<file path="config.mk">
export PLATFORM = sky130hd
export DESIGN_NAME = uart_pin_cfg
export DESIGN_NICKNAME = d
export VERILOG_FILES = /design/src/pin_cfg_pkg.sv /design/src/pin_cfg_reg.sv /design/src/pin_pad_ctrl.sv /design/src/uart_pin_cfg.sv
export SDC_FILE = /design/constraint.sdc
export NUM_CORES = 1
export LEC_CHECK = 0
export BUFFER_PORTS_ARGS = -buffer_cell sky130_fd_sc_hd__buf_2
export CELL_PAD_IN_SITES_DETAIL_PLACEMENT = 0
export CELL_PAD_IN_SITES_GLOBAL_PLACEMENT = 1
export CORE_MARGIN = 5
export CORE_UTILIZATION = 42
export CTS_CLUSTER_DIAMETER = 40
export DETAILED_ROUTE_END_ITERATION = 7
export PLACE_DENSITY_LB_ADDON = 0.1
export REMOVE_ABC_BUFFERS = 1
export SKIP_CTS_REPAIR_TIMING = 1
export SLEW_MARGIN = 20
export SYNTH_ARGS = -nofsm -noshare
export SYNTH_HDL_FRONTEND = slang
export SYNTH_SLANG_ARGS = --single-unit
export TNS_END_PERCENT = 20
</file>
<file path="constraint.sdc">
create_clock -name core_clk -period 2.33 [get_ports core_clk]
set_input_delay 0 -clock core_clk [delete_from_list [all_inputs] [get_ports core_clk]]
set_output_delay 0 -clock core_clk [all_outputs]
set_load 0.01 [all_outputs]
</file>
<file path="src/pin_cfg_pkg.sv">
// Package: offsets, field positions, reset values and roles for the pin configuration block
// Contract
// - Bit 7 set turns pull-up off
// - Bit 6 enables pull-down only without pull-up
// - Output roles ignore both resistor settings
// - Receive-toggle codes 000/001/010 select gpio roles
// - Receive-toggle code 011 gives push-pull activity toggle
// - Carrier codes 00/01/10 select gpio roles
// - Call-alert codes 00/01/10 select gpio roles
// - Bit 5 blocks call-alert remote wakeup
// - Terminal-ready codes 000/001/010 select gpio roles
// - Codes 011/100 drive modem terminal-ready output
// - Each channel owns readable writable register copies
package pin_cfg_pkg;

  localparam int NUM_CH   = 2;
  localparam int NUM_PINS = 4;
  localparam int NUM_REGS = NUM_CH * NUM_PINS;

  // Pin slots within a channel
  localparam int SLOT_TOGGLE  = 0;
  localparam int SLOT_CARRIER = 1;
  localparam int SLOT_ALERT   = 2;
  localparam int SLOT_TERM    = 3;

  // Register byte offsets, index = channel * 4 + slot
  localparam logic [7:0] CFG_OFFSET [NUM_REGS] = '{
    8'h29, 8'h2A, 8'h2B, 8'h2C,
    8'h3C, 8'h3D, 8'h3E, 8'h3F
  };

  // Field positions
  localparam int WEAK_HIGH_RESISTOR_OFF_BIT = 7;
  localparam int PULL_DOWN_ON_BIT           = 6;
  localparam int ALERT_WAKEUP_BLOCK_BIT     = 5;

  // Reset value and writable bits per slot; reserved bits are not stored
  localparam logic [7:0] CFG_RESET        = 8'h00;
  localparam logic [7:0] MASK_TOGGLE      = 8'hC3;
  localparam logic [7:0] MASK_CARRIER     = 8'hC3;
  localparam logic [7:0] MASK_ALERT       = 8'hE3;
  localparam logic [7:0] MASK_TERM        = 8'hC7;
  localparam logic [7:0] CFG_MASK [NUM_PINS] = '{
    MASK_TOGGLE, MASK_CARRIER, MASK_ALERT, MASK_TERM
  };

  // Function codes
  localparam logic [2:0] FN_GPIO_IN     = 3'h0;
  localparam logic [2:0] FN_GPIO_OD     = 3'h1;
  localparam logic [2:0] FN_GPIO_PP     = 3'h2;
  localparam logic [2:0] FN_TOGGLE_PP   = 3'h3;
  localparam logic [2:0] FN_TERM_OD     = 3'h3;
  localparam logic [2:0] FN_TERM_PP     = 3'h4;

  typedef enum logic [1:0] {
    ROLE_INPUT,
    ROLE_OPEN_DRAIN,
    ROLE_PUSH_PULL
  } role_type;

  typedef enum logic [1:0] {
    SRC_GPIO,
    SRC_TOGGLE,
    SRC_MODEM
  } source_type;

endpackage

</file>
<file path="src/pin_cfg_reg.sv">
// One configuration register with writable-bit mask and clock enable
`timescale 1ns/1ps
`default_nettype none
module pin_cfg_reg #(
  parameter int         WIDTH = 8,
  parameter logic [7:0] MASK  = 8'hFF,
  parameter logic [7:0] RESET = pin_cfg_pkg::CFG_RESET
) (
  input  wire logic             core_clk,
  input  wire logic             srst,
  input  wire logic             clk_en,
  input  wire logic             wr,
  input  wire logic [WIDTH-1:0] wdata,
  output logic      [WIDTH-1:0] q
);

  logic [WIDTH-1:0] q_r;
  logic [WIDTH-1:0] q_nxt;

  // Reserved bits are never stored, so they read back as zero
  always_comb begin
    q_nxt = q_r;
    if (wr) begin
      q_nxt = wdata & MASK[WIDTH-1:0];
    end
  end

  // Reset wins over the enable so a frozen block still comes up clean
  always_ff @(posedge core_clk) begin
    if (srst) begin
      q_r <= RESET[WIDTH-1:0];
    end else if (clk_en) begin
      q_r <= q_nxt;
    end
  end

  assign q = q_r;

endmodule
`default_nettype wire

</file>
<file path="src/pin_pad_ctrl.sv">
// Pad control for one multi-purpose pin: drive, enable, pulls and input capture
`timescale 1ns/1ps
`default_nettype none
module pin_pad_ctrl (
  input  wire logic core_clk,
  input  wire logic srst,
  input  wire logic clk_en,
  input  wire logic is_out,
  input  wire logic open_drain,
  input  wire logic drive_val,
  input  wire logic pu_off,
  input  wire logic pd_on,
  input  wire logic pin_in,
  output logic      pin_out,
  output logic      pin_oe,
  output logic      pu_en,
  output logic      pd_en,
  output logic      in_val
);

  logic out_r;
  logic out_nxt;
  logic oe_r;
  logic oe_nxt;
  logic in_r;
  logic in_nxt;

  // Open drain only pulls low; a high level is left to the board
  always_comb begin
    out_nxt = 1'b0;
    oe_nxt  = 1'b0;
    in_nxt  = pin_in;
    if (is_out) begin
      if (open_drain) begin
        out_nxt = 1'b0;
        oe_nxt  = ~drive_val;
      end else begin
        out_nxt = drive_val;
        oe_nxt  = 1'b1;
      end
    end
  end

  always_ff @(posedge core_clk) begin
    if (srst) begin
      out_r <= 1'b0;
      oe_r  <= 1'b0;
      in_r  <= 1'b0;
    end else if (clk_en) begin
      out_r <= out_nxt;
      oe_r  <= oe_nxt;
      in_r  <= in_nxt;
    end
  end

  // Pulls follow the config flops directly; outputs mask them off
  assign pu_en   = ~is_out & ~pu_off;
  assign pd_en   = ~is_out & pu_off & pd_on;
  assign pin_out = out_r;
  assign pin_oe  = oe_r;
  assign in_val  = in_r;

  pull_up_a: assert property (@(posedge core_clk) disable iff (srst)
    !is_out |-> (pu_en == !pu_off))
    else $error("pull-up does not follow its disable bit");
  pull_down_a: assert property (@(posedge core_clk) disable iff (srst)
    pd_en |-> (pu_off && pd_on && !pu_en))
    else $error("pull-down on while pull-up active or not requested");
  out_pulls_a: assert property (@(posedge core_clk) disable iff (srst)
    is_out |-> (!pu_en && !pd_en))
    else $error("resistor enabled on an output pin");
  od_drive_a: assert property (@(posedge core_clk) disable iff (srst)
    (clk_en && is_out && open_drain) |=> (!pin_out && (pin_oe == !$past(drive_val))))
    else $error("open-drain pin drove high or released wrongly");

endmodule
`default_nettype wire

</file>
<file path="src/uart_pin_cfg.sv">
// Pin-function configuration for four multi-purpose pins on each of two UART channels
//
// The strobed register port is this design's own decision.
`timescale 1ns/1ps
`default_nettype none
module uart_pin_cfg #(
  parameter int NUM_CH = pin_cfg_pkg::NUM_CH
) (
  input  wire logic                core_clk,
  input  wire logic                srst,
  input  wire logic                clk_en,
  input  wire logic [7:0]          reg_addr,
  input  wire logic [7:0]          reg_wdata,
  input  wire logic                reg_wr,
  input  wire logic                reg_rd,
  output logic      [7:0]          reg_rdata,
  input  wire logic [NUM_CH*4-1:0] gpio_drive,
  output logic      [NUM_CH*4-1:0] gpio_sense,
  input  wire logic [NUM_CH-1:0]   rx_activity,
  input  wire logic [NUM_CH-1:0]   modem_term_ready_n,
  input  wire logic                global_wake_en,
  output logic      [NUM_CH-1:0]   wake_request_n,
  output logic      [NUM_CH-1:0]   receive_activity_toggle,
  input  wire logic [NUM_CH*4-1:0] pin_in,
  output logic      [NUM_CH*4-1:0] pin_out,
  output logic      [NUM_CH*4-1:0] pin_oe,
  output logic      [NUM_CH*4-1:0] pin_pull_up,
  output logic      [NUM_CH*4-1:0] pin_pull_down
);

  localparam int NREG = NUM_CH * pin_cfg_pkg::NUM_PINS;

  logic [7:0]                 cfg      [NREG];
  logic [NREG-1:0]            reg_hit;
  pin_cfg_pkg::role_type      role     [NREG];
  pin_cfg_pkg::source_type    src      [NREG];
  logic [NREG-1:0]            is_out;
  logic [NREG-1:0]            open_drain;
  logic [NREG-1:0]            drive_val;
  logic [7:0]                 rdata_r;
  logic [7:0]                 rdata_nxt;
  logic [NUM_CH-1:0]          toggle_r;
  logic [NUM_CH-1:0]          toggle_nxt;
  logic [NUM_CH-1:0]          wake_n_r;
  logic [NUM_CH-1:0]          wake_n_nxt;

  //////////////////////////////////////////////////////////////////////////////
  // Register file

  // Each channel has its own copy at its own offset
  always_comb begin
    for (int i = 0; i < NREG; i++) begin
      reg_hit[i] = (reg_addr == pin_cfg_pkg::CFG_OFFSET[i]);
    end
  end

  for (genvar g = 0; g < NREG; g++) begin : g_reg
    pin_cfg_reg #(
      .WIDTH (8),
      .MASK  (pin_cfg_pkg::CFG_MASK[g % pin_cfg_pkg::NUM_PINS]),
      .RESET (pin_cfg_pkg::CFG_RESET)
    ) u_reg (
      .core_clk (core_clk),
      .srst     (srst),
      .clk_en   (clk_en),
      .wr       (reg_wr & reg_hit[g]),
      .wdata    (reg_wdata),
      .q        (cfg[g])
    );
  end

  // Read data stands in the cycle after the strobe only; unmapped reads give zero
  always_comb begin
    rdata_nxt = 8'h00;
    if (reg_rd) begin
      for (int i = 0; i < NREG; i++) begin
        if (reg_hit[i]) begin
          rdata_nxt = cfg[i];
        end
      end
    end
  end

  always_ff @(posedge core_clk) begin
    if (srst) begin
      rdata_r <= 8'h00;
    end else if (clk_en) begin
      rdata_r <= rdata_nxt;
    end
  end

  assign reg_rdata = rdata_r;

  //////////////////////////////////////////////////////////////////////////////
  // Function decode

  // Codes that software must not use fall back to input, the harmless role
  always_comb begin
    for (int i = 0; i < NREG; i++) begin
      role[i] = pin_cfg_pkg::ROLE_INPUT;
      src[i]  = pin_cfg_pkg::SRC_GPIO;
      case (i % pin_cfg_pkg::NUM_PINS)
        pin_cfg_pkg::SLOT_TOGGLE: begin
          // Only the low two bits are stored; 011 maps onto them one to one
          case ({1'b0, cfg[i][1:0]})
            pin_cfg_pkg::FN_GPIO_OD: role[i] = pin_cfg_pkg::ROLE_OPEN_DRAIN;
            pin_cfg_pkg::FN_GPIO_PP: role[i] = pin_cfg_pkg::ROLE_PUSH_PULL;
            pin_cfg_pkg::FN_TOGGLE_PP: begin
              role[i] = pin_cfg_pkg::ROLE_PUSH_PULL;
              src[i]  = pin_cfg_pkg::SRC_TOGGLE;
            end
            default: role[i] = pin_cfg_pkg::ROLE_INPUT;
          endcase
        end
        pin_cfg_pkg::SLOT_CARRIER, pin_cfg_pkg::SLOT_ALERT: begin
          case ({1'b0, cfg[i][1:0]})
            pin_cfg_pkg::FN_GPIO_OD: role[i] = pin_cfg_pkg::ROLE_OPEN_DRAIN;
            pin_cfg_pkg::FN_GPIO_PP: role[i] = pin_cfg_pkg::ROLE_PUSH_PULL;
            default: role[i] = pin_cfg_pkg::ROLE_INPUT;
          endcase
        end
        default: begin
          case (cfg[i][2:0])
            pin_cfg_pkg::FN_GPIO_OD: role[i] = pin_cfg_pkg::ROLE_OPEN_DRAIN;
            pin_cfg_pkg::FN_GPIO_PP: role[i] = pin_cfg_pkg::ROLE_PUSH_PULL;
            pin_cfg_pkg::FN_TERM_OD: begin
              role[i] = pin_cfg_pkg::ROLE_OPEN_DRAIN;
              src[i]  = pin_cfg_pkg::SRC_MODEM;
            end
            pin_cfg_pkg::FN_TERM_PP: begin
              role[i] = pin_cfg_pkg::ROLE_PUSH_PULL;
              src[i]  = pin_cfg_pkg::SRC_MODEM;
            end
            default: role[i] = pin_cfg_pkg::ROLE_INPUT;
          endcase
        end
      endcase
    end
  end

  // Drive level comes from the gpio data, the toggle or the UART modem line
  always_comb begin
    for (int i = 0; i < NREG; i++) begin
      is_out[i]     = (role[i] != pin_cfg_pkg::ROLE_INPUT);
      open_drain[i] = (role[i] == pin_cfg_pkg::ROLE_OPEN_DRAIN);
      case (src[i])
        pin_cfg_pkg::SRC_TOGGLE: drive_val[i] = toggle_r[i / pin_cfg_pkg::NUM_PINS];
        pin_cfg_pkg::SRC_MODEM:  drive_val[i] = modem_term_ready_n[i / pin_cfg_pkg::NUM_PINS];
        default:                 drive_val[i] = gpio_drive[i];
      endcase
    end
  end

  //////////////////////////////////////////////////////////////////////////////
  // Pads

  for (genvar g = 0; g < NREG; g++) begin : g_pad
    pin_pad_ctrl u_pad (
      .core_clk   (core_clk),
      .srst       (srst),
      .clk_en     (clk_en),
      .is_out     (is_out[g]),
      .open_drain (open_drain[g]),
      .drive_val  (drive_val[g]),
      .pu_off     (cfg[g][pin_cfg_pkg::WEAK_HIGH_RESISTOR_OFF_BIT]),
      .pd_on      (cfg[g][pin_cfg_pkg::PULL_DOWN_ON_BIT]),
      .pin_in     (pin_in[g]),
      .pin_out    (pin_out[g]),
      .pin_oe     (pin_oe[g]),
      .pu_en      (pin_pull_up[g]),
      .pd_en      (pin_pull_down[g]),
      .in_val     (gpio_sense[g])
    );
  end

  //////////////////////////////////////////////////////////////////////////////
  // Receive toggle and call-alert wakeup

  // Toggle runs whatever the role, so the pin shows the current phase on selection
  always_comb begin
    for (int c = 0; c < NUM_CH; c++) begin
      toggle_nxt[c] = toggle_r[c] ^ rx_activity[c];
      // A low call-alert input asks for wakeup unless blocked or driven by us
      wake_n_nxt[c] = ~(global_wake_en
        & ~cfg[c*4 + pin_cfg_pkg::SLOT_ALERT][pin_cfg_pkg::ALERT_WAKEUP_BLOCK_BIT]
        & ~is_out[c*4 + pin_cfg_pkg::SLOT_ALERT]
        & ~gpio_sense[c*4 + pin_cfg_pkg::SLOT_ALERT]);
    end
  end

  always_ff @(posedge core_clk) begin
    if (srst) begin
      toggle_r <= '0;
      wake_n_r <= '1;
    end else if (clk_en) begin
      toggle_r <= toggle_nxt;
      wake_n_r <= wake_n_nxt;
    end
  end

  assign receive_activity_toggle = toggle_r;
  assign wake_request_n          = wake_n_r;

  //////////////////////////////////////////////////////////////////////////////
  // Checks

  for (genvar c = 0; c < NUM_CH; c++) begin : g_chk
    localparam int T = c * 4;

    toggle_flip_a: assert property (@(posedge core_clk) disable iff (srst)
      (clk_en && rx_activity[c]) |=> (toggle_r[c] != $past(toggle_r[c])))
      else $error("receive toggle did not flip on activity");
    toggle_role_a: assert property (@(posedge core_clk) disable iff (srst)
      (cfg[T][1:0] == 2'h3) |-> (is_out[T] && !open_drain[T] && drive_val[T] == toggle_r[c]))
      else $error("toggle code did not give push-pull toggle output");
    carrier_role_a: assert property (@(posedge core_clk) disable iff (srst)
      (cfg[T+1][1:0] == 2'h1) |-> (is_out[T+1] && open_drain[T+1] && drive_val[T+1] == gpio_drive[T+1]))
      else $error("carrier code 01 is not an open-drain gpio output");
    alert_role_a: assert property (@(posedge core_clk) disable iff (srst)
      (cfg[T+2][1:0] == 2'h0) |-> !is_out[T+2])
      else $error("call-alert code 00 is not an input");
    term_modem_a: assert property (@(posedge core_clk) disable iff (srst)
      (cfg[T+3][2:0] == 3'h4) |-> (is_out[T+3] && !open_drain[T+3] && drive_val[T+3] == modem_term_ready_n[c]))
      else $error("terminal-ready code 100 is not push-pull modem output");
    term_gpio_a: assert property (@(posedge core_clk) disable iff (srst)
      (cfg[T+3][2:0] == 3'h2) |-> (is_out[T+3] && !open_drain[T+3] && drive_val[T+3] == gpio_drive[T+3]))
      else $error("terminal-ready code 010 is not push-pull gpio output");
    wake_block_a: assert property (@(posedge core_clk) disable iff (srst)
      (clk_en && cfg[T+2][5]) |=> wake_request_n[c])
      else $error("wakeup requested while blocked");
    wake_cover_c: cover property (@(posedge core_clk) disable iff (srst)
      $fell(wake_request_n[c]));
    toggle_cover_c: cover property (@(posedge core_clk) disable iff (srst)
      (cfg[T][1:0] == 2'h3) && rx_activity[c] && clk_en);
  end

  read_back_a: assert property (@(posedge core_clk) disable iff (srst)
    (clk_en && reg_wr && reg_addr == 8'h3E) ##1 (clk_en && reg_rd && reg_addr == 8'h3E)
    |=> (reg_rdata == ($past(reg_wdata, 2) & pin_cfg_pkg::MASK_ALERT)))
    else $error("register did not read back what was written");
  reset_zero_a: assert property (@(posedge core_clk)
    srst |=> (cfg[0] == 8'h00 && cfg[7] == 8'h00 && pin_pull_up[0] && !pin_oe[0]))
    else $error("reset did not clear configuration");
  freeze_a: assert property (@(posedge core_clk) disable iff (srst)
    !clk_en |=> $stable(reg_rdata) && $stable(toggle_r))
    else $error("state moved while clock enable was low");
  write_cover_c: cover property (@(posedge core_clk) disable iff (srst)
    reg_wr && clk_en ##1 reg_rd && clk_en);

endmodule
`default_nettype wire
</file>
Word level (Yosys, flattened, before mapping)
Cells that the tools add are included.
- eq/ne operators: 46
- multiplexer cells: 57
- bitwise gates (word level): 70
- reduce and logical (&&, ||, !) cells: 24
- operators by type and width (operator ; count):
    8-bit 2-to-1 mux ; 9
    8-bit by 6-bit == test with 1-bit output, second input constant ; 8
    1-bit AND ; 38
    2-bit by 1-bit == test with 1-bit output, second input constant ; 18
    1-bit 2-to-1 mux ; 34
    2-bit case mux with 2 select lines ; 8
    1-bit NOT ; 30
    2-bit == test, second input constant ; 12
    2-bit AND reduction ; 8
    2-bit nonzero test ; 8
    2-bit OR reduction ; 8
    3-bit by 2-bit == test with 1-bit output, second input constant ; 4
    1-bit case mux with 2 select lines ; 4
    3-bit by 1-bit == test with 1-bit output, second input constant ; 2
    3-bit == test, second input constant ; 2
    2-bit 2-to-1 mux ; 2
    1-bit bitwise XOR ; 2
- register bits after elaboration: 72
- input bits: 42
- output and inout bits: 52
- word-level logic and storage cells: 232

Logic depth before layout (Yosys ltp)
Gate-level depths: netlist of run 1.
- depth in word-level cells: 10
- depth in mapped cells: 6
- gate-level depth less buffers: 5

Cells and area by module
A second synthesis of run 1 with hierarchy kept.
- cell total of the unflattened synthesis: 514
- area, all modules: 4279.1 µm²
- by module, submodules not included (module ; instances ; cells an instance ; area each (µm²) ; sequential area each (µm²)):
    uart_pin_cfg ; 1 ; 198 ; 1456.4 ; 240.2
    pin_pad_ctrl ; 8 ; 15 ; 125.1 ; 60.1
    pin_cfg_reg at g_reg[2].u_reg ... ; 4 ; 26 ; 245.2 ; 100.1
    pin_cfg_reg at g_reg[0].u_reg ... ; 4 ; 23 ; 210.2 ; 80.1

Worst setup path after synthesis of run 1
Ideal clock, no wire load.
- kind: reg-to-reg
- from: reg g_reg[7].u_reg.q_r[1]
- to: reg g_pad[7].u_pad.oe_r
- library setup time: 0.078 ns
- data arrival time: 1.062 ns
- required time: 2.252 ns
- path slack: 1.191 ns
- cell stages (with the launch flop): 6
- buffers on the path: 1
- clock period less this slack: 1.139 ns
- cell sequence: dfxtp_1 -> clkbuf_1 -> inv_1 -> a2bb2oi_1 -> o221a_2 -> nor3_1
- cells in the longest elaborated chain, start to end: 8
- elaborated cells between the ends (all ways): 17
- classes of those cells: eq/ne (7); mux (5); bitwise (1); reduce/logical (4)
- RTL lines (element ; RTL line ; RTL):
    start: declaration ; pin_cfg_reg.sv:17 ; logic [WIDTH-1:0] q_r;
    start signal: assignment ; pin_cfg_reg.sv:31 ; q_r <= RESET[WIDTH-1:0];
    start signal: assignment ; pin_cfg_reg.sv:33 ; q_r <= q_nxt;
    3-bit == test / 3-bit by 2-bit == test with 1-bit output (equally long branches) ; uart_pin_cfg.sv:123 ; case (cfg[i][2:0])
    2-bit OR reduction (no source line) ; - ;
    2-bit 2-to-1 mux ; uart_pin_cfg.sv:123 ;
    2-bit == test / 2-bit by 1-bit == test with 1-bit output (equally long branches) ; uart_pin_cfg.sv:146 ; case (src[i])
    1-bit case mux with 2 select lines ; uart_pin_cfg.sv:146 ;
    1-bit NOT ; pin_pad_ctrl.sv:36 ; oe_nxt = ~drive_val;
    1-bit 2-to-1 mux ; pin_pad_ctrl.sv:34 ; if (open_drain) begin
    1-bit 2-to-1 mux (*) ; pin_pad_ctrl.sv:33 ; if (is_out) begin
    end signal: assignment ; pin_pad_ctrl.sv:51 ; oe_r <= oe_nxt;
    end: declaration ; pin_pad_ctrl.sv:23 ; logic oe_r;
Mark *: on every way between the ends. The rest lies on a longest branch, timed or not.
A chain may end at the register's enable or synchronous reset.

Worst setup path in the final report of run 1
- from: reg g_reg[2].u_reg.q_r[1]
- to: out pin_pull_down[2]
- cells in the longest elaborated chain, start to end: 6
- elaborated cells between the ends (all ways): 7
- classes of those cells: eq/ne (2); mux (1); bitwise (3); reduce/logical (1)
- RTL lines (element ; RTL line ; RTL):
    start: declaration ; pin_cfg_reg.sv:17 ;
    start signal: assignment ; pin_cfg_reg.sv:31 ;
    start signal: assignment ; pin_cfg_reg.sv:33 ;
    2-bit == test / 2-bit by 1-bit == test with 1-bit output (equally long branches) ; uart_pin_cfg.sv:116 ; case ({1'b0, cfg[i][1:0]})
    2-bit case mux with 2 select lines (*) ; uart_pin_cfg.sv:116 ;
    2-bit nonzero test (*) ; uart_pin_cfg.sv:144 ; is_out[i] = (role[i] != pin_cfg_pkg::ROLE_INPUT);
    1-bit NOT (*) ; pin_pad_ctrl.sv:58 ; assign pd_en = ~is_out & pu_off & pd_on;
    1-bit AND (*) (2 in series) ; pin_pad_ctrl.sv:58 ;
    end: declaration ; uart_pin_cfg.sv:28 ; output logic [NUM_CH*4-1:0] pin_pull_down
Marked as above.

==> results of run 1 <==
worst min-delay path: stages:
cell	delay [ns]
buf_2	0.10
nand2_1	0.07
xor2_1	0.06
nor2_1	0.07
per-layer routing:
metal,track usage [%],share of wire [%],up-vias
met1,22.92,47,1447
met4,6.301,1.8,0
met5,0,0,-
li1,-,-,1575
met3,4.007,5.7,13
met2,26.83,45,85
how the worst max path moves through the flow:
stage | end | slack [ns] | from | depth (start not counted)
floorplan | reg_rdata[0] | 1.02 | reg_addr[6] | 4
global placement | g_reg[5].u_reg.q[6] | 0.80 | reg_addr[0] | 5
detailed placement | g_reg[5].u_reg.q[0] | 0.78 | reg_addr[0] | 5
CTS | pin_pull_down[2] | 0.87 | g_reg[2].u_reg.q[1] | 4
global route | pin_pull_down[1] | 0.83 | g_reg[1].u_reg.q[1] | 4
finish | pin_pull_down[2] | 0.88 | g_reg[2].u_reg.q[1] | 4
power groups by stage:
| stage | Sequential, W | Combinational (W) | Clock [W] |
|---|---|---|---|
| floorplan | 0.00126 | 0.0000705 | 0 |
| global placement | 0.00125 | 0.000214 | 0 |
| detailed placement | 0.00125 | 0.000216 | 0 |
| CTS | 0.00122 | 0.000217 | 0.00106 |
| global route | 0.00123 | 0.000253 | 0.00111 |
| finish | 0.00122 | 0.000231 | 0.00102 |
through the flow:
step / worst slack [ns] / area [µm²] / cells
4_1_cts: 0.8732 / 4119 / 586
3_3_place_gp: 0.7979 / 3911 / 570
3_5_place_dp: 0.7842 / 3911 / 570
6_report: 0.8813 / 4239 / 598
2_1_floorplan: 1.018 / 3293 / 368
5_1_grt: 0.8319 / 4239 / 598
flip-flops by register name, indices dropped and copies added (netlist names):
signal and count:
g.u_reg.q 36, reg_rdata 6, g_pad.u_pad.in_val 8, receive_activity_toggle 2, g_pad.u_pad.pin_out 8, wake_request_n 2
g_pad.u_pad.pin_oe 8
kinds of logic after synthesis:
logic type | Yosys count
AO/OA/AOI/OAI | 65
XOR/XNOR | 6
adder cells (fa/ha/maj) | 4
buffers and inverters | 88
flip-flops | 70
multiplexers | 44
other | 1
AND/OR/NAND/NOR | 163
cells in the final DEF, fill, tap and decap left out, types with 5 or more instances in the layout:
cell           count
a21oi_1           32
a31oi_1            8
buf_2             89
buf_4              5
clkbuf_8          10
dfxtp_1           70
dlygate4sd3_1     12
inv_1             14
mux2i_1           41
nand2_1           22
nand3_1           13
nand4_1           11
nor2_1            70
nor2b_1           13
nor3_1             7
area by class of cell:
cell class / count / area [µm²] / share of cell area, %
multi-input combinational: 284 / 1839 / 43.39
sequential: 70 / 1401 / 33.06
timing repair buffer: 106 / 603.1 / 14.23
clock buffer: 10 / 137.6 / 3.247
tap: 108 / 135.1 / 3.188
clock inverter: 6 / 70.07 / 1.653
inverter: 14 / 52.55 / 1.240
==> results.sh, run 1 <==
export IMPL_yosysWarnings=0
export IMPL_seq_area_frac_synth_pct=37.23
export IMPL_final_max_slew_viol_count=0
export IMPL_rsz0062_at_grt="false"
export IMPL_min_path_type="input pin to register"
export IMPL_status="complete, but fails checks"
export IMPL_synth_top_cell_by_area="dfxtp_1"
export IMPL_diodes=0
export IMPL_clkTransAtPathRegs_ns=0.08
export IMPL_syn2layout_area_growth_pct=12.63
export IMPL_hold_path_end="receive_activity_toggle[1]"
export IMPL_synth_adder_area_share_pct=1.330
export IMPL_switching_share_pct=25.94
export IMPL_clkPwrFrac_pct=41.3
export IMPL_track_usage_pct=17.08
export IMPL_critPathMaxStageDelay_ns=0.35
export IMPL_crit_family="adder cells"
export IMPL_hold_depth=4
export IMPL_fmax_ghz=0.6903
export IMPL_grt_pass1_vias=3037
export IMPL_dieArea_um2=10950
export IMPL_worstSetupStartpointType="register"
export IMPL_ff2ff_setup_slack_ns=1.07
export IMPL_tightest_slew_ns=0.6012
export IMPL_synth_top_area_share_pct=37.23
export IMPL_syn_area_per_cell_um2=8.534
export IMPL_antenna_found_initial=0
export IMPL_hpwl_um=6790
export IMPL_synth_cell_types=47
export IMPL_die_h_um=104.7
export IMPL_rows=34
export IMPL_drt_initial_drc_count=136
export IMPL_route_detailed_drc=0
export IMPL_vias=3120
export IMPL_cp_arrival_ns=1.45
export IMPL_avgViaCountPerCell=5.217
export IMPL_dr_pass1_iters=4
export IMPL_rr_startpoint="g_reg[6].u_reg.q[1]"
export IMPL_grt_pass1_wl_um=15330
export IMPL_overflow=0
export IMPL_fin_crit_sh_pct=62.17
export IMPL_fin_skew_ns=0.006147
export IMPL_maxCapViolCount=0
export IMPL_path_class="register to output pin"
export IMPL_worstPathRequired_ns=2.33
export IMPL_synth_top_cells_by_area="dfxtp_1 (37%), mux2i_1 (11%), buf_4 (9.0%)"
export IMPL_post_drt_wl_per_cell_um=15.80
export IMPL_period_minus_slack_ns=1.449
export IMPL_n_fill_cell=864
export IMPL_gp_congestion=0.8153
export IMPL_powerDensity_nw_per_um2=584.0
export IMPL_power_frac_comb_pct=9.3
export IMPL_cts_tree="yes"
export IMPL_synth_mux_area_fraction_pct=11.80
export IMPL_clk_path_buf_depth=2
export IMPL_synthSimpleGateAreaFrac_pct=22.77
export IMPL_start_util_pct=43.16
export IMPL_synth_top_family_by_area="simple AND/OR/NAND/NOR gates"
export IMPL_clk_latency_ns=0.34
export IMPL_syn_area_um2=3764
export IMPL_htree_levels=3
export IMPL_totalPowerFinal_w=0.002476
export IMPL_ir_drop_uv=307.8
export IMPL_synth_edff_count=0
export IMPL_ant_nets=0
export IMPL_cts_sinks=70
export IMPL_power_switching_w=0.0006423
export IMPL_cts_buffers=9
export IMPL_synth_common_cells="dfxtp_1 (70), nor2_1 (70), buf_4 (45)"
export IMPL_fin_nets=531
export IMPL_cp_slowest_cell="ha_1"
export IMPL_p_int_w=0.001833
export IMPL_chipWidth_um=104.7
export IMPL_routed_wl_um=9448
export IMPL_hold_viol_final=2
export IMPL_synthCells=441
export IMPL_yosys_most_used_dff="dfxtp_1"
export IMPL_grt_max_degree=31
export IMPL_hold_start="rx_activity[1]"
export IMPL_crit_path_end_kind="output pin"
export IMPL_cts_root_buf="clkbuf_8"
export IMPL_path_buf_inv=2
export IMPL_leakage_nw=1.958
export IMPL_path_max_fanout=5
export IMPL_relSlewSlack_pct=59.92
export IMPL_fin_util_pct=48.61
export IMPL_reg2reg_to="g_pad[6].u_pad.pin_out"
export IMPL_port_buffer_count=89
export IMPL_layout_drive_gt1_share_pct=25.92
export IMPL_ys_seq_elements=70
export IMPL_setup_viol=0
export IMPL_ios=94
export IMPL_synth_compound_area_share_pct=11.37
export IMPL_hold_slack_ns=-0.01733
export IMPL_synthXorXnorAreaFrac_pct=1.396
export IMPL_tns_ns=0
export IMPL_reg2reg_depth=5
export IMPL_seqPwrFrac_pct=49.4
export IMPL_crit_chain="inv_1, ha_1, and3_1, buf_2"
export IMPL_violations="hold timing"
export IMPL_async_flop_share_pct=0
export IMPL_coreArea_um2=8721
No activity file was read; power rests on OpenSTA's default activity.
==> inputs of run 2 (changes only) <==
CORE_UTILIZATION = 39   (was 42)
clock period = 1.4 ns   (was 2.33 ns; I/O delays follow)
==> run 2 against run 1 <==
The flow still finishes with violations (hold timing). Clock power up 48%. Wire length up 2.1%. Sequential power up 67%. Register-to-register slack worse by 0.85 ns. Critical endpoint unchanged. Largest cell class unchanged.
==> results.sh, run 2 (same netlist as run 1, synthesis figures left out) <==
export IMPL_grt_pass1_vias=2940
export IMPL_avgViaCountPerCell=5.010
export IMPL_power_frac_comb_pct=10.2
export IMPL_multi_input_area_um2=1894
export IMPL_final_common_cell="buf_2"
export IMPL_diodes=0
export IMPL_fin_util_pct=47.10
export IMPL_chipWidth_um=108.2
export IMPL_syn2layout_area_growth_pct=16.72
export IMPL_route_detailed_drc=0
export IMPL_die_h_um=108.2
export IMPL_worstPathRequired_ns=1.40
export IMPL_power_switching_w=0.0009909
export IMPL_vias=3146
export IMPL_htree_levels=3
export IMPL_ant_nets=0
export IMPL_seqPwrFrac_pct=51.6
export IMPL_final_max_slew_viol_count=0
export IMPL_cp_arrival_ns=1.31
export IMPL_layout_drive_gt1_share_pct=29.26
export IMPL_totalPowerFinal_w=0.003947
export IMPL_cts_root_buf="clkbuf_8"
export IMPL_fin_nets=542
export IMPL_min_path_type="input pin to register"
export IMPL_largest_reg_flops=36
export IMPL_ios=94
export IMPL_maxCapViolCount=0
export IMPL_hpwl_um=6884
export IMPL_overflow=0
export IMPL_coreArea_um2=9328
export IMPL_grt_max_degree=71
export IMPL_powerDensity_nw_per_um2=898.4
export IMPL_grt_pass1_wl_um=15090
export IMPL_worstSetupStartpointType="register"
export IMPL_period_minus_slack_ns=1.311
export IMPL_switching_share_pct=25.11
export IMPL_clk_latency_ns=0.35
export IMPL_path_class="register to output pin"
export IMPL_rsz0062_at_grt="false"
export IMPL_ir_drop_uv=441.4
export IMPL_cts_sinks=70
export IMPL_path_max_fanout=5
export IMPL_n_fill_cell=946
export IMPL_fin_ws_ns=0.08865
export IMPL_fmax_ghz=0.7626
export IMPL_track_usage_pct=16.61
export IMPL_port_buffer_count=89
export IMPL_post_drt_wl_per_cell_um=15.37
export IMPL_final_cell_mix="buf_2 (88), nor2_1 (70), dfxtp_1 (66)"
export IMPL_leakage_nw=2.019
export IMPL_register_area_um2=1406
export IMPL_cts_tree="yes"
export IMPL_setup_viol=0
export IMPL_start_util_pct=40.35
export IMPL_ff2ff_setup_slack_ns=0.22
export IMPL_drt_initial_drc_count=131
export IMPL_clkTransAtPathRegs_ns=0.07
export IMPL_clkPwrFrac_pct=38.2
export IMPL_placed_area_um2=4033
export IMPL_hold_viol_final=2
export IMPL_dieArea_um2=11710
export IMPL_antenna_found_initial=0
export IMPL_pre_cts_ws_ns=-0.01393
export IMPL_violations="hold timing"
export IMPL_crit_path_end_kind="output pin"
export IMPL_p_int_w=0.002956
export IMPL_fin_skew_ns=0.01120
export IMPL_fin_crit_sh_pct=93.67
export IMPL_hold_slack_ns=-0.01318
export IMPL_clk_path_buf_depth=2
export IMPL_gp_congestion=0.7968
export IMPL_routed_wl_um=9651
export IMPL_rows=35
export IMPL_status="complete, but fails checks"
export IMPL_post_route_cell_area_um2=4393
export IMPL_dr_pass1_iters=4
export IMPL_cts_buffers=9
[run 2: routing by layer]
layer | routed length [µm] | GRT usage (%)
met1 | 4401 | 21.56
met3 | 606 | 4.597
met4 | 121 | 4.869
met2 | 4523 | 26.95
met5 | 0 | 0
[run 2: final cells by class]
type                    count  area share, %
inverters                  14          1.196
clock buffers              13          3.845
multi-input cells         284          43.12
well taps                 129          3.674
flip-flops and latches     70          32.01
clock inverters             1         0.1139
repair buffers            117          16.04
[run 2: path summary, 6_finish.rpt]
check	start	to	depth (start not counted)
max	g_reg[2].u_reg.q[0]	pin_pull_down[2]	3
min	rx_activity[0]	receive_activity_toggle[0]	4
max reg2reg	g_reg[0].u_reg.q[7]	reg_rdata[7]	4
min reg2reg	g_pad[1].u_pad.pin_out	g_pad[1].u_pad.pin_out	2
[run 2: worst max-delay path: stages (launching register included)]
cell and delay [ns]:
dfxtp_1 0.41, ha_4 0.24, and3_1 0.18, buf_2 0.13
[run 2: power by group through the flow]
stage	clock network (W)	registers, W	logic, W
5_1_grt	0.00164	0.00204	0.000439
4_1_cts	0.00155	0.00204	0.000379
3_3_place_gp	0	0.00208	0.000373
6_report	0.00151	0.00204	0.000401
3_5_place_dp	0	0.00208	0.000377
2_1_floorplan	0	0.00210	0.000117
[run 2: through the flow]
step	setup TNS, ns	hold slack, ns	cells
floorplan	0	0.06907	368
global placement	0	0.2324	602
detailed placement	-0.01876	0.2462	602
CTS	-0.1856	-0.1292	616
global route	0	0.001235	628
finish	0	-0.01318	628
